===== src/hdl/blc_pkg.sv =====
// Contract
// - The lead contact flag is set only after the comparator has seen the positive sense input below threshold without a break for at least 128 ms.
// - With the contact interrupt enable bit set, the device raises its interrupt once the contact flag is set.
// - Reading the event status register clears the contact flag, and a second read tells the host whether contact still persists.
// - The reference resistor is switched onto the calibration port only while both the port switch enable and the calibration enable bits are set.
// - Setting the drive short bit shorts the load for offset measurement, and clearing it removes the short.
// - A one in the quadrature phase select bit moves the quadrature demodulation clock to in-phase, a zero keeps it in quadrature.
// - A one in the in-phase phase select bit moves the in-phase demodulation clock to quadrature, a zero keeps it in phase.
// - Zero in both the voltage magnitude and current range fields selects the minimum 16 nA RMS stimulus.
package blc_pkg;

  // ***************************************************************
  // register offsets
  // ***************************************************************
  localparam logic [7:0] OFF_EVENT_STATUS = 8'h01;
  localparam logic [7:0] OFF_CHANNEL_ENABLE = 8'h20;
  localparam logic [7:0] OFF_STIMULUS_MAG = 8'h22;
  localparam logic [7:0] OFF_DRIVE_RESET = 8'h25;
  localparam logic [7:0] OFF_DEMOD_PHASE = 8'h28;
  localparam logic [7:0] OFF_CAL_MUX = 8'h41;
  localparam logic [7:0] OFF_IRQ_ENABLE = 8'h81;
  localparam logic [7:0] OFF_CONTACT_DETECT = 8'h83;

  // ***************************************************************
  // field positions
  // ***************************************************************
  localparam int unsigned BIT_CONTACT_FLAG = 7;
  localparam int unsigned BIT_INPHASE_EN = 0;
  localparam int unsigned BIT_QUAD_EN = 1;
  localparam int unsigned BIT_IRANGE_LO = 2;
  localparam int unsigned BIT_VMAG_LO = 4;
  localparam int unsigned BIT_DRIVE_SHORT = 5;
  localparam int unsigned BIT_INPHASE_PHASE = 2;
  localparam int unsigned BIT_QUAD_PHASE = 3;
  localparam int unsigned BIT_CAL_EN = 0;
  localparam int unsigned BIT_PORT_SWITCH = 1;
  localparam int unsigned BIT_DETECT_EN = 0;
  localparam int unsigned BIT_DETECT_ACTIVE = 1;
  localparam int unsigned BIT_DETECT_BELOW = 2;

  // writable bits of each register; the rest read as zero, except the active and below bits of the contact detect register
  localparam logic [7:0] MASK_CHANNEL_ENABLE = 8'h03;
  localparam logic [7:0] MASK_STIMULUS_MAG = 8'h3c;
  localparam logic [7:0] MASK_DRIVE_RESET = 8'h20;
  localparam logic [7:0] MASK_DEMOD_PHASE = 8'h0c;
  localparam logic [7:0] MASK_CAL_MUX = 8'h03;
  localparam logic [7:0] MASK_IRQ_ENABLE = 8'h80;
  localparam logic [7:0] MASK_CONTACT_DETECT = 8'h01;

  // ***************************************************************
  // reset values
  // ***************************************************************
  localparam logic [7:0] RST_CTRL = 8'h00;

  // ***************************************************************
  // timing
  // ***************************************************************
  localparam int unsigned CLK_HZ = 250_000_000;
  localparam int unsigned QUAL_TIME_MS = 128;
  // least time, exact at this rate so no rounding is lost
  localparam int unsigned QUAL_CYCLES = QUAL_TIME_MS * (CLK_HZ / 1000);

endpackage


===== src/hdl/blc_qual_timer.sv =====
`timescale 1ns/10ps
`default_nettype none
module blc_qual_timer #(
  parameter int unsigned QUAL_CYCLES = blc_pkg::QUAL_CYCLES
) (
  input wire logic clk_sys,
  input wire logic nrst,
  input wire logic ce,
  input wire logic enable,
  input wire logic below,
  output logic qualified
);

  localparam int unsigned CW = $clog2(QUAL_CYCLES + 1);

  generate
    if (QUAL_CYCLES < 1) begin : g_bad
      $error("qualification count must be at least one");
    end
  endgenerate

  typedef enum logic [1:0] {T_IDLE, T_COUNT, T_QUAL} blc_timer_state_t;

  blc_timer_state_t state_reg;
  blc_timer_state_t state_next;
  logic [CW-1:0] cnt_reg;
  logic [CW-1:0] cnt_next;

  // ***************************************************************
  // qualification timer
  // ***************************************************************
  // counts consecutive low samples; one high sample drops back to idle
  always_comb begin
    state_next = state_reg;
    cnt_next = cnt_reg;
    if (!enable || !below) begin
      state_next = T_IDLE;
      cnt_next = '0;
    end else begin
      unique case (state_reg)
        T_IDLE: begin
          cnt_next = CW'(1);
          state_next = (QUAL_CYCLES == 1) ? T_QUAL : T_COUNT;
        end
        T_COUNT: begin
          if (cnt_reg == CW'(QUAL_CYCLES - 1)) begin
            state_next = T_QUAL;
          end else begin
            cnt_next = cnt_reg + CW'(1);
          end
        end
        T_QUAL: begin
          state_next = T_QUAL; // held while contact persists
        end
      endcase
    end
  end

  always_ff @(posedge clk_sys) begin
    if (!nrst) begin
      state_reg <= T_IDLE;
      cnt_reg <= '0;
    end else if (ce) begin
      state_reg <= state_next;
      cnt_reg <= cnt_next;
    end
  end

  assign qualified = (state_reg == T_QUAL);

endmodule
`default_nettype wire


===== src/hdl/blc_evt_status.sv =====
`timescale 1ns/10ps
`default_nettype none
module blc_evt_status #(
  parameter int unsigned W = 1
) (
  input wire logic clk_sys,
  input wire logic nrst,
  input wire logic ce,
  input wire logic [W-1:0] set,
  input wire logic [W-1:0] clr,
  input wire logic [W-1:0] mask,
  output logic [W-1:0] status,
  output logic irq
);

  generate
    if (W < 1) begin : g_bad
      $error("status width must be at least one");
    end
  endgenerate

  logic [W-1:0] status_reg;
  logic [W-1:0] status_next;
  logic irq_reg;
  logic irq_next;

  // ***************************************************************
  // sticky status
  // ***************************************************************
  // set wins over a clear in the same cycle so no event is lost
  always_comb begin
    status_next = (status_reg & ~clr) | set;
    irq_next = |(status_next & mask);
  end

  always_ff @(posedge clk_sys) begin
    if (!nrst) begin
      status_reg <= '0;
      irq_reg <= 1'b0;
    end else if (ce) begin
      status_reg <= status_next;
      irq_reg <= irq_next;
    end
  end

  assign status = status_reg;
  assign irq = irq_reg;

endmodule
`default_nettype wire


===== src/hdl/blc_lead_cal_ctrl.sv =====
`timescale 1ns/10ps
`default_nettype none
module blc_lead_cal_ctrl #(
  parameter int unsigned QUAL_CYCLES = blc_pkg::QUAL_CYCLES
) (
  input wire logic clk_sys,
  input wire logic nrst,
  input wire logic ce,
  // register port
  input wire logic [7:0] reg_addr,
  input wire logic [7:0] reg_wdata,
  input wire logic reg_wr,
  input wire logic reg_rd,
  output logic [7:0] reg_rdata,
  // contact comparator, high while the positive sense input is below threshold
  input wire logic contact_below_thresh,
  output logic irq,
  output logic contact_detect_active,
  // receive channels
  output logic inphase_channel_enable,
  output logic quadrature_channel_enable,
  output logic inphase_channel_phase_select,
  output logic quad_channel_phase_select,
  // stimulus
  output logic [1:0] voltage_drive_magnitude,
  output logic [1:0] current_drive_range,
  output logic stimulus_minimum,
  output logic drive_short_enable,
  // calibration port
  output logic cal_port_switch_enable,
  output logic cal_enable,
  output logic ref_resistor_connect
);

  generate
    if (QUAL_CYCLES < 1) begin : g_bad
      $error("qualification count must be at least one");
    end
  endgenerate

  // ***************************************************************
  // helpers
  // ***************************************************************
  function automatic logic wr_hit(
    input logic wr,
    input logic [7:0] addr,
    input logic [7:0] off
  );
    wr_hit = wr && (addr == off);
  endfunction

  // keeps only writable bits so reserved bits always read zero
  function automatic logic [7:0] upd(
    input logic hit,
    input logic [7:0] cur,
    input logic [7:0] wdata,
    input logic [7:0] msk
  );
    upd = hit ? (wdata & msk) : cur;
  endfunction

  // ***************************************************************
  // control registers
  // ***************************************************************
  logic [7:0] chan_reg;
  logic [7:0] chan_next;
  logic [7:0] stim_reg;
  logic [7:0] stim_next;
  logic [7:0] drv_reg;
  logic [7:0] drv_next;
  logic [7:0] phase_reg;
  logic [7:0] phase_next;
  logic [7:0] cmux_reg;
  logic [7:0] cmux_next;
  logic [7:0] mask_reg;
  logic [7:0] mask_next;
  logic [7:0] detect_reg;
  logic [7:0] detect_next;

  // derived outputs, registered from the next values so they move
  // in the same cycle as the fields they depend on
  logic ref_conn_reg;
  logic ref_conn_next;
  logic stim_min_reg;
  logic stim_min_next;
  logic active_reg;
  logic active_next;

  // software writes; a write in the cycle after reset release is taken
  always_comb begin
    chan_next = upd(wr_hit(reg_wr, reg_addr, blc_pkg::OFF_CHANNEL_ENABLE),
      chan_reg, reg_wdata, blc_pkg::MASK_CHANNEL_ENABLE);
    stim_next = upd(wr_hit(reg_wr, reg_addr, blc_pkg::OFF_STIMULUS_MAG),
      stim_reg, reg_wdata, blc_pkg::MASK_STIMULUS_MAG);
    drv_next = upd(wr_hit(reg_wr, reg_addr, blc_pkg::OFF_DRIVE_RESET),
      drv_reg, reg_wdata, blc_pkg::MASK_DRIVE_RESET);
    phase_next = upd(wr_hit(reg_wr, reg_addr, blc_pkg::OFF_DEMOD_PHASE),
      phase_reg, reg_wdata, blc_pkg::MASK_DEMOD_PHASE);
    cmux_next = upd(wr_hit(reg_wr, reg_addr, blc_pkg::OFF_CAL_MUX),
      cmux_reg, reg_wdata, blc_pkg::MASK_CAL_MUX);
    mask_next = upd(wr_hit(reg_wr, reg_addr, blc_pkg::OFF_IRQ_ENABLE),
      mask_reg, reg_wdata, blc_pkg::MASK_IRQ_ENABLE);
    detect_next = upd(wr_hit(reg_wr, reg_addr, blc_pkg::OFF_CONTACT_DETECT),
      detect_reg, reg_wdata, blc_pkg::MASK_CONTACT_DETECT);
  end

  // derived controls
  always_comb begin
    // both switch bits are needed before the resistor touches the port
    ref_conn_next = cmux_next[blc_pkg::BIT_PORT_SWITCH]
      && cmux_next[blc_pkg::BIT_CAL_EN];
    // all-zero magnitude and range is the smallest stimulus
    stim_min_next = (stim_next[blc_pkg::BIT_VMAG_LO +: 2] == 2'b00)
      && (stim_next[blc_pkg::BIT_IRANGE_LO +: 2] == 2'b00);
    // detection is held off while either channel runs, so a host that
    // forgets to clear the enables cannot corrupt a measurement
    active_next = detect_next[blc_pkg::BIT_DETECT_EN]
      && !chan_next[blc_pkg::BIT_INPHASE_EN]
      && !chan_next[blc_pkg::BIT_QUAD_EN];
  end

  always_ff @(posedge clk_sys) begin
    if (!nrst) begin
      chan_reg <= blc_pkg::RST_CTRL;
      stim_reg <= blc_pkg::RST_CTRL;
      drv_reg <= blc_pkg::RST_CTRL;
      phase_reg <= blc_pkg::RST_CTRL;
      cmux_reg <= blc_pkg::RST_CTRL;
      mask_reg <= blc_pkg::RST_CTRL;
      detect_reg <= blc_pkg::RST_CTRL;
      ref_conn_reg <= 1'b0;
      stim_min_reg <= 1'b1;
      active_reg <= 1'b0;
    end else if (ce) begin
      chan_reg <= chan_next;
      stim_reg <= stim_next;
      drv_reg <= drv_next;
      phase_reg <= phase_next;
      cmux_reg <= cmux_next;
      mask_reg <= mask_next;
      detect_reg <= detect_next;
      ref_conn_reg <= ref_conn_next;
      stim_min_reg <= stim_min_next;
      active_reg <= active_next;
    end
  end

  // ***************************************************************
  // contact qualification and status
  // ***************************************************************
  logic qualified;
  logic status_rd;
  logic [0:0] flag_clr;
  logic [0:0] flag_status;

  blc_qual_timer #(
    .QUAL_CYCLES(QUAL_CYCLES)
  ) u_timer (
    .clk_sys(clk_sys),
    .nrst(nrst),
    .ce(ce),
    .enable(active_reg),
    .below(contact_below_thresh),
    .qualified(qualified)
  );

  // a read clears the flag; while contact persists the level sets it
  // again at once, which is what a second read reports
  always_comb begin
    status_rd = reg_rd && (reg_addr == blc_pkg::OFF_EVENT_STATUS);
    flag_clr[0] = status_rd
      || (wr_hit(reg_wr, reg_addr, blc_pkg::OFF_EVENT_STATUS)
      && reg_wdata[blc_pkg::BIT_CONTACT_FLAG]);
  end

  blc_evt_status #(
    .W(1)
  ) u_status (
    .clk_sys(clk_sys),
    .nrst(nrst),
    .ce(ce),
    .set(qualified),
    .clr(flag_clr),
    .mask(mask_reg[blc_pkg::BIT_CONTACT_FLAG]),
    .status(flag_status),
    .irq(irq)
  );

  // ***************************************************************
  // read back
  // ***************************************************************
  logic [7:0] rdata_reg;
  logic [7:0] rdata_next;
  logic [7:0] rd_mux;

  // unmapped offsets answer zero; data stand for one cycle only
  always_comb begin
    rd_mux = 8'h00;
    unique case (reg_addr)
      blc_pkg::OFF_EVENT_STATUS: begin
        rd_mux[blc_pkg::BIT_CONTACT_FLAG] = flag_status[0];
      end
      blc_pkg::OFF_CHANNEL_ENABLE: begin
        rd_mux = chan_reg;
      end
      blc_pkg::OFF_STIMULUS_MAG: begin
        rd_mux = stim_reg;
      end
      blc_pkg::OFF_DRIVE_RESET: begin
        rd_mux = drv_reg;
      end
      blc_pkg::OFF_DEMOD_PHASE: begin
        rd_mux = phase_reg;
      end
      blc_pkg::OFF_CAL_MUX: begin
        rd_mux = cmux_reg;
      end
      blc_pkg::OFF_IRQ_ENABLE: begin
        rd_mux = mask_reg;
      end
      blc_pkg::OFF_CONTACT_DETECT: begin
        rd_mux = detect_reg;
        rd_mux[blc_pkg::BIT_DETECT_ACTIVE] = active_reg;
        rd_mux[blc_pkg::BIT_DETECT_BELOW] = contact_below_thresh;
      end
      default: begin
        rd_mux = 8'h00;
      end
    endcase
    rdata_next = reg_rd ? rd_mux : 8'h00;
  end

  always_ff @(posedge clk_sys) begin
    if (!nrst) begin
      rdata_reg <= 8'h00;
    end else if (ce) begin
      rdata_reg <= rdata_next;
    end
  end

  // ***************************************************************
  // outputs
  // ***************************************************************
  assign reg_rdata = rdata_reg;
  assign contact_detect_active = active_reg;
  assign inphase_channel_enable = chan_reg[blc_pkg::BIT_INPHASE_EN];
  assign quadrature_channel_enable = chan_reg[blc_pkg::BIT_QUAD_EN];
  // 1 moves the quadrature clock onto the in-phase timing
  assign quad_channel_phase_select = phase_reg[blc_pkg::BIT_QUAD_PHASE];
  // 1 moves the in-phase clock onto quadrature timing
  assign inphase_channel_phase_select = phase_reg[blc_pkg::BIT_INPHASE_PHASE];
  assign voltage_drive_magnitude = stim_reg[blc_pkg::BIT_VMAG_LO +: 2];
  assign current_drive_range = stim_reg[blc_pkg::BIT_IRANGE_LO +: 2];
  assign stimulus_minimum = stim_min_reg;
  // shorts the load while set, released as soon as software clears it
  assign drive_short_enable = drv_reg[blc_pkg::BIT_DRIVE_SHORT];
  assign cal_port_switch_enable = cmux_reg[blc_pkg::BIT_PORT_SWITCH];
  assign cal_enable = cmux_reg[blc_pkg::BIT_CAL_EN];
  assign ref_resistor_connect = ref_conn_reg;

endmodule
`default_nettype wire


===== config.mk =====
export PLATFORM = sky130hd
export DESIGN_NAME = blc_lead_cal_ctrl
export DESIGN_NICKNAME = d
export VERILOG_FILES = /design/src/hdl/blc_pkg.sv /design/src/hdl/blc_qual_timer.sv /design/src/hdl/blc_evt_status.sv /design/src/hdl/blc_lead_cal_ctrl.sv
export SDC_FILE = /design/constraint.sdc
export NUM_CORES = 1
export LEC_CHECK = 0
export BUFFER_PORTS_ARGS = -buffer_cell sky130_fd_sc_hd__buf_2
export CORE_UTILIZATION = 45
export CTS_CLUSTER_SIZE = 40
export DETAILED_ROUTE_END_ITERATION = 8
export PLACE_DENSITY = 0.66
export SYNTH_ARGS = -nofsm -noshare
export SYNTH_HDL_FRONTEND = slang
export SYNTH_SLANG_ARGS = --single-unit

===== constraint.sdc =====
create_clock -name clk_sys -period 2.9 [get_ports clk_sys]
set_input_delay 0.145 -clock clk_sys [delete_from_list [all_inputs] [get_ports clk_sys]]
set_output_delay 0.145 -clock clk_sys [all_outputs]
set_load 0.02 [all_outputs]

==> impl_metrics.py <==
metrics = {
    "layout": {
        "n_antenna_cell": 0,
        "final_nets": 404,
        "final_cell_area_sq_um": 3190,
        "instances_no_fill": 454,
        "largest_reg_flops": 25,
        "drive_above_1_share": 0.174,
        "post-route-util": 0.533,
        "syn2layout_area_growth_pct": 13.3,
    },
    "yosys": {
        "synth_warnings": 0,
        "synth_top_area_frac": 0.369,
        "synth-edff-count": 0,
        "yosysMostFrequentCell": "dfxtp_1",
        "ys_ff_latch": 52,
        "synthArstFlopShare": 0,
        "synth.area.top_cells": "dfxtp_1 (37%), nand2_1 (6.1%), mux2i_1 (5.7%)",
        "yosysUniqueCellTypes": 55,
        "yosysSeqAreaShare": 0.369,
        "avgSynthCellArea_sq_um": 8.27,
        "synthTopCellsByCount": "dfxtp_1 (52), nand2_1 (46), nor2_1 (28), a31oi_1 (17)",
        "ys.flop_type": "dfxtp_1",
        "synth_area_sq_um": 2820,
        "synth_area_leader_cell": "dfxtp_1",
        "syn_nets": 367,
        "postSynthCellCount": 341,
    },
    "clock_tree": {
        "cts.clk_slew.worst_paths_ns": 0.10,
        "post-cts-setup-buffers": 0,
        "insertion_delay_ns": 0.32,
        "cts_root_buf": "clkbuf_8",
        "cts_tree": "yes",
        "htreeDepth": 2,
        "clockBufferDepth": 2,
        "cts_resized": 0,
        "cts_hold_buf": 0,
        "cts_buffers": 5,
        "numClockSinks": 52,
    },
    "critical_path": {
        "start_kind": "flip-flop",
        "arrival_ns": 2.77,
        "reg2regPathDepth": 6,
        "crit_path_top_delay_cell": "a211oi_2",
        "path_buf_inv": 0,
        "cp_top_family": "compound AO/OA/AOI/OAI gates",
        "r2r-end": "u_timer.cnt_reg[10]",
        "crit_type": "reg -> reg",
        "path_max_fanout": 14,
        "max_stage_delay_ns": 0.90,
        "crit_chain": "ha_1, nand3_1, or3_1, nor2_8, a211oi_2, o221ai_1",
        "crit_cells": 6,
        "r2r_setup_slack_ns": 0.29,
        "endpoint_kind": "flip-flop",
        "regToRegStartpoint": "u_timer.cnt_reg[0]",
        "crit_required_ns": 3.06,
    },
    "detailed_routing": {
        "met3WireLength_microns": 345,
        "drtIter0Drc": 157,
        "wl_microns": 6960,
        "top_layer": "met4",
        "met2_length_microns": 3300,
        "first_pass_iters": 4,
        "drt-met1-wl_microns": 3210,
        "via_count": 2720,
        "routedWlPerCell_microns": 15.3,
        "drc": 0,
        "antenna_left": 0,
        "via_per_inst": 5.99,
    },
    "worst_hold_path": {
        "min_path_type": "in -> reg",
        "hold-path-endpoint": "stim_reg[4]",
        "min-delay-start": "reg_wdata[4]",
        "holdPathStages": 3,
    },
    "placement": {
        "portBuffers": 42,
        "dp_hpwl_microns": 5020,
        "dpl_worst_slack_ns": 0.299,
        "gp_congestion": 0.802,
        "place_inst": 446,
        "place_area_sq_um": 3090,
    },
    "timing": {
        "grt_setup_unrepaired": "no",
        "slew_violations": 0,
        "fmax_mhz": 384,
        "setup_viol": 0,
        "setup_slack_ns": 0.293,
        "final.setup.tns_ns": 0,
        "post-route-period-util": 0.899,
        "hold_viol": 0,
        "worst_slew_pin_slew_ns": 1.05,
        "fin_worst_skew_ns": 0.00738,
        "holdWs_ns": 0.0785,
        "max_slew_margin": 0.296,
        "period_needed_ns": 2.61,
    },
    "floorplanning": {
        "dieArea_sq_um": 6590,
        "num_rows": 28,
        "ioPinCount": 45,
        "die_h_microns": 81.2,
        "die_x_microns": 81.2,
        "coreArea_sq_um": 5990,
        "start_util": 0.471,
    },
    "power_and_ir_drop": {
        "max-vdd-ir-drop_uv": 217,
        "power_leakage_nw": 1.29,
        "total_power_mw": 1.31,
        "p_per_area_nw_per_um2": 411,
    },
    "global_route": {
        "grt_pass1_wl_microns": 11400,
        "grt_max_degree": 28,
        "grt_overflow": 0,
        "antenna_found_initial": 0,
        "grt.total_usage": 0.224,
        "grt_pass1_vias": 2432,
    },
    "run_status": {
        "status": "complete, no violations",
    },
    "job": {
        "maxCapViolations": 0,
    },
}
[worst max-delay path by stage]
| stage | from | endpoint | slack, ns |
|---|---|---|---|
| 2_1_floorplan | u_timer.cnt_reg[16] | u_timer.cnt_reg[9] | 0.67 |
| 3_3_place_gp | u_timer.cnt_reg[0] | u_timer.cnt_reg[10] | 0.40 |
| 3_5_place_dp | u_timer.cnt_reg[0] | u_timer.cnt_reg[10] | 0.30 |
| 4_1_cts | u_timer.cnt_reg[0] | u_timer.cnt_reg[10] | 0.31 |
| 5_1_grt | u_timer.cnt_reg[0] | u_timer.cnt_reg[10] | 0.05 |
| 6_report | u_timer.cnt_reg[0] | u_timer.cnt_reg[10] | 0.29 |
[worst register-to-register path, stage by stage (launching register included)]
cell and delay [ns]:
dfxtp_1 0.37, ha_1 0.26, nand3_1 0.18, or3_1 0.42, nor2_8 0.11, a211oi_2 0.91
o221ai_1 0.20
[cells by family (layout without fill, tap and decap cells)]
family / Yosys count / in the layout / synth area share
AOI/OAI and AO/OA: 90 / 90 / 0.226
adders and majority gates: 4 / 4 / 0.0177
buffers and inverters: 23 / 61 / 0.0333
DFF: 52 / 52 / 0.369
muxes: 17 / 17 / 0.0608
other: 1 / 1 / 0.00133
and+or+nand+nor: 154 / 154 / 0.291
[where the power goes]
part           total (mW)  switching, mW  leakage [nW]  internal [mW]
Sequential          0.721        0.00368         0.420          0.717
Combinational      0.0821         0.0536         0.812         0.0285
Clock               0.509          0.252        0.0552          0.257
Total                1.31          0.309          1.29           1.00
[cell type report]
cell class | count | area (sq um)
Fill cell | 583 | 2800
Sequential cell | 52 | 1040
Clock inverter | 2 | 35.0
Clock buffer | 6 | 72.6
Inverter | 7 | 26.3
Tap cell | 75 | 93.8
Timing Repair Buffer | 46 | 240
Multi-Input combinational cell | 266 | 1690
[cell usage in the layout (no fill, tap or decap), types with 8 or more instances in the layout]
cell | synthesis | final
a31oi_1 | 17 | 17
a22o_1 | 8 | 8
dfxtp_1 | 52 | 52
o21ai_0 | 10 | 10
buf_2 | 3 | 42
nor3_1 | 8 | 8
nand2_1 | 46 | 46
nand3_1 | 12 | 12
nand4_1 | 11 | 11
nor2_1 | 28 | 28
a21oi_1 | 16 | 16
mux2i_1 | 16 | 16
and3_1 | 11 | 11
[metal layers]
layer / track usage / up-vias
li1: - / 1356
met1: 0.276 / 1278
met2: 0.382 / 77
met3: 0.0472 / 9
met4: 0.0839 / 0
met5: 0 / -
No activity file was read; power rests on OpenSTA's default activity.
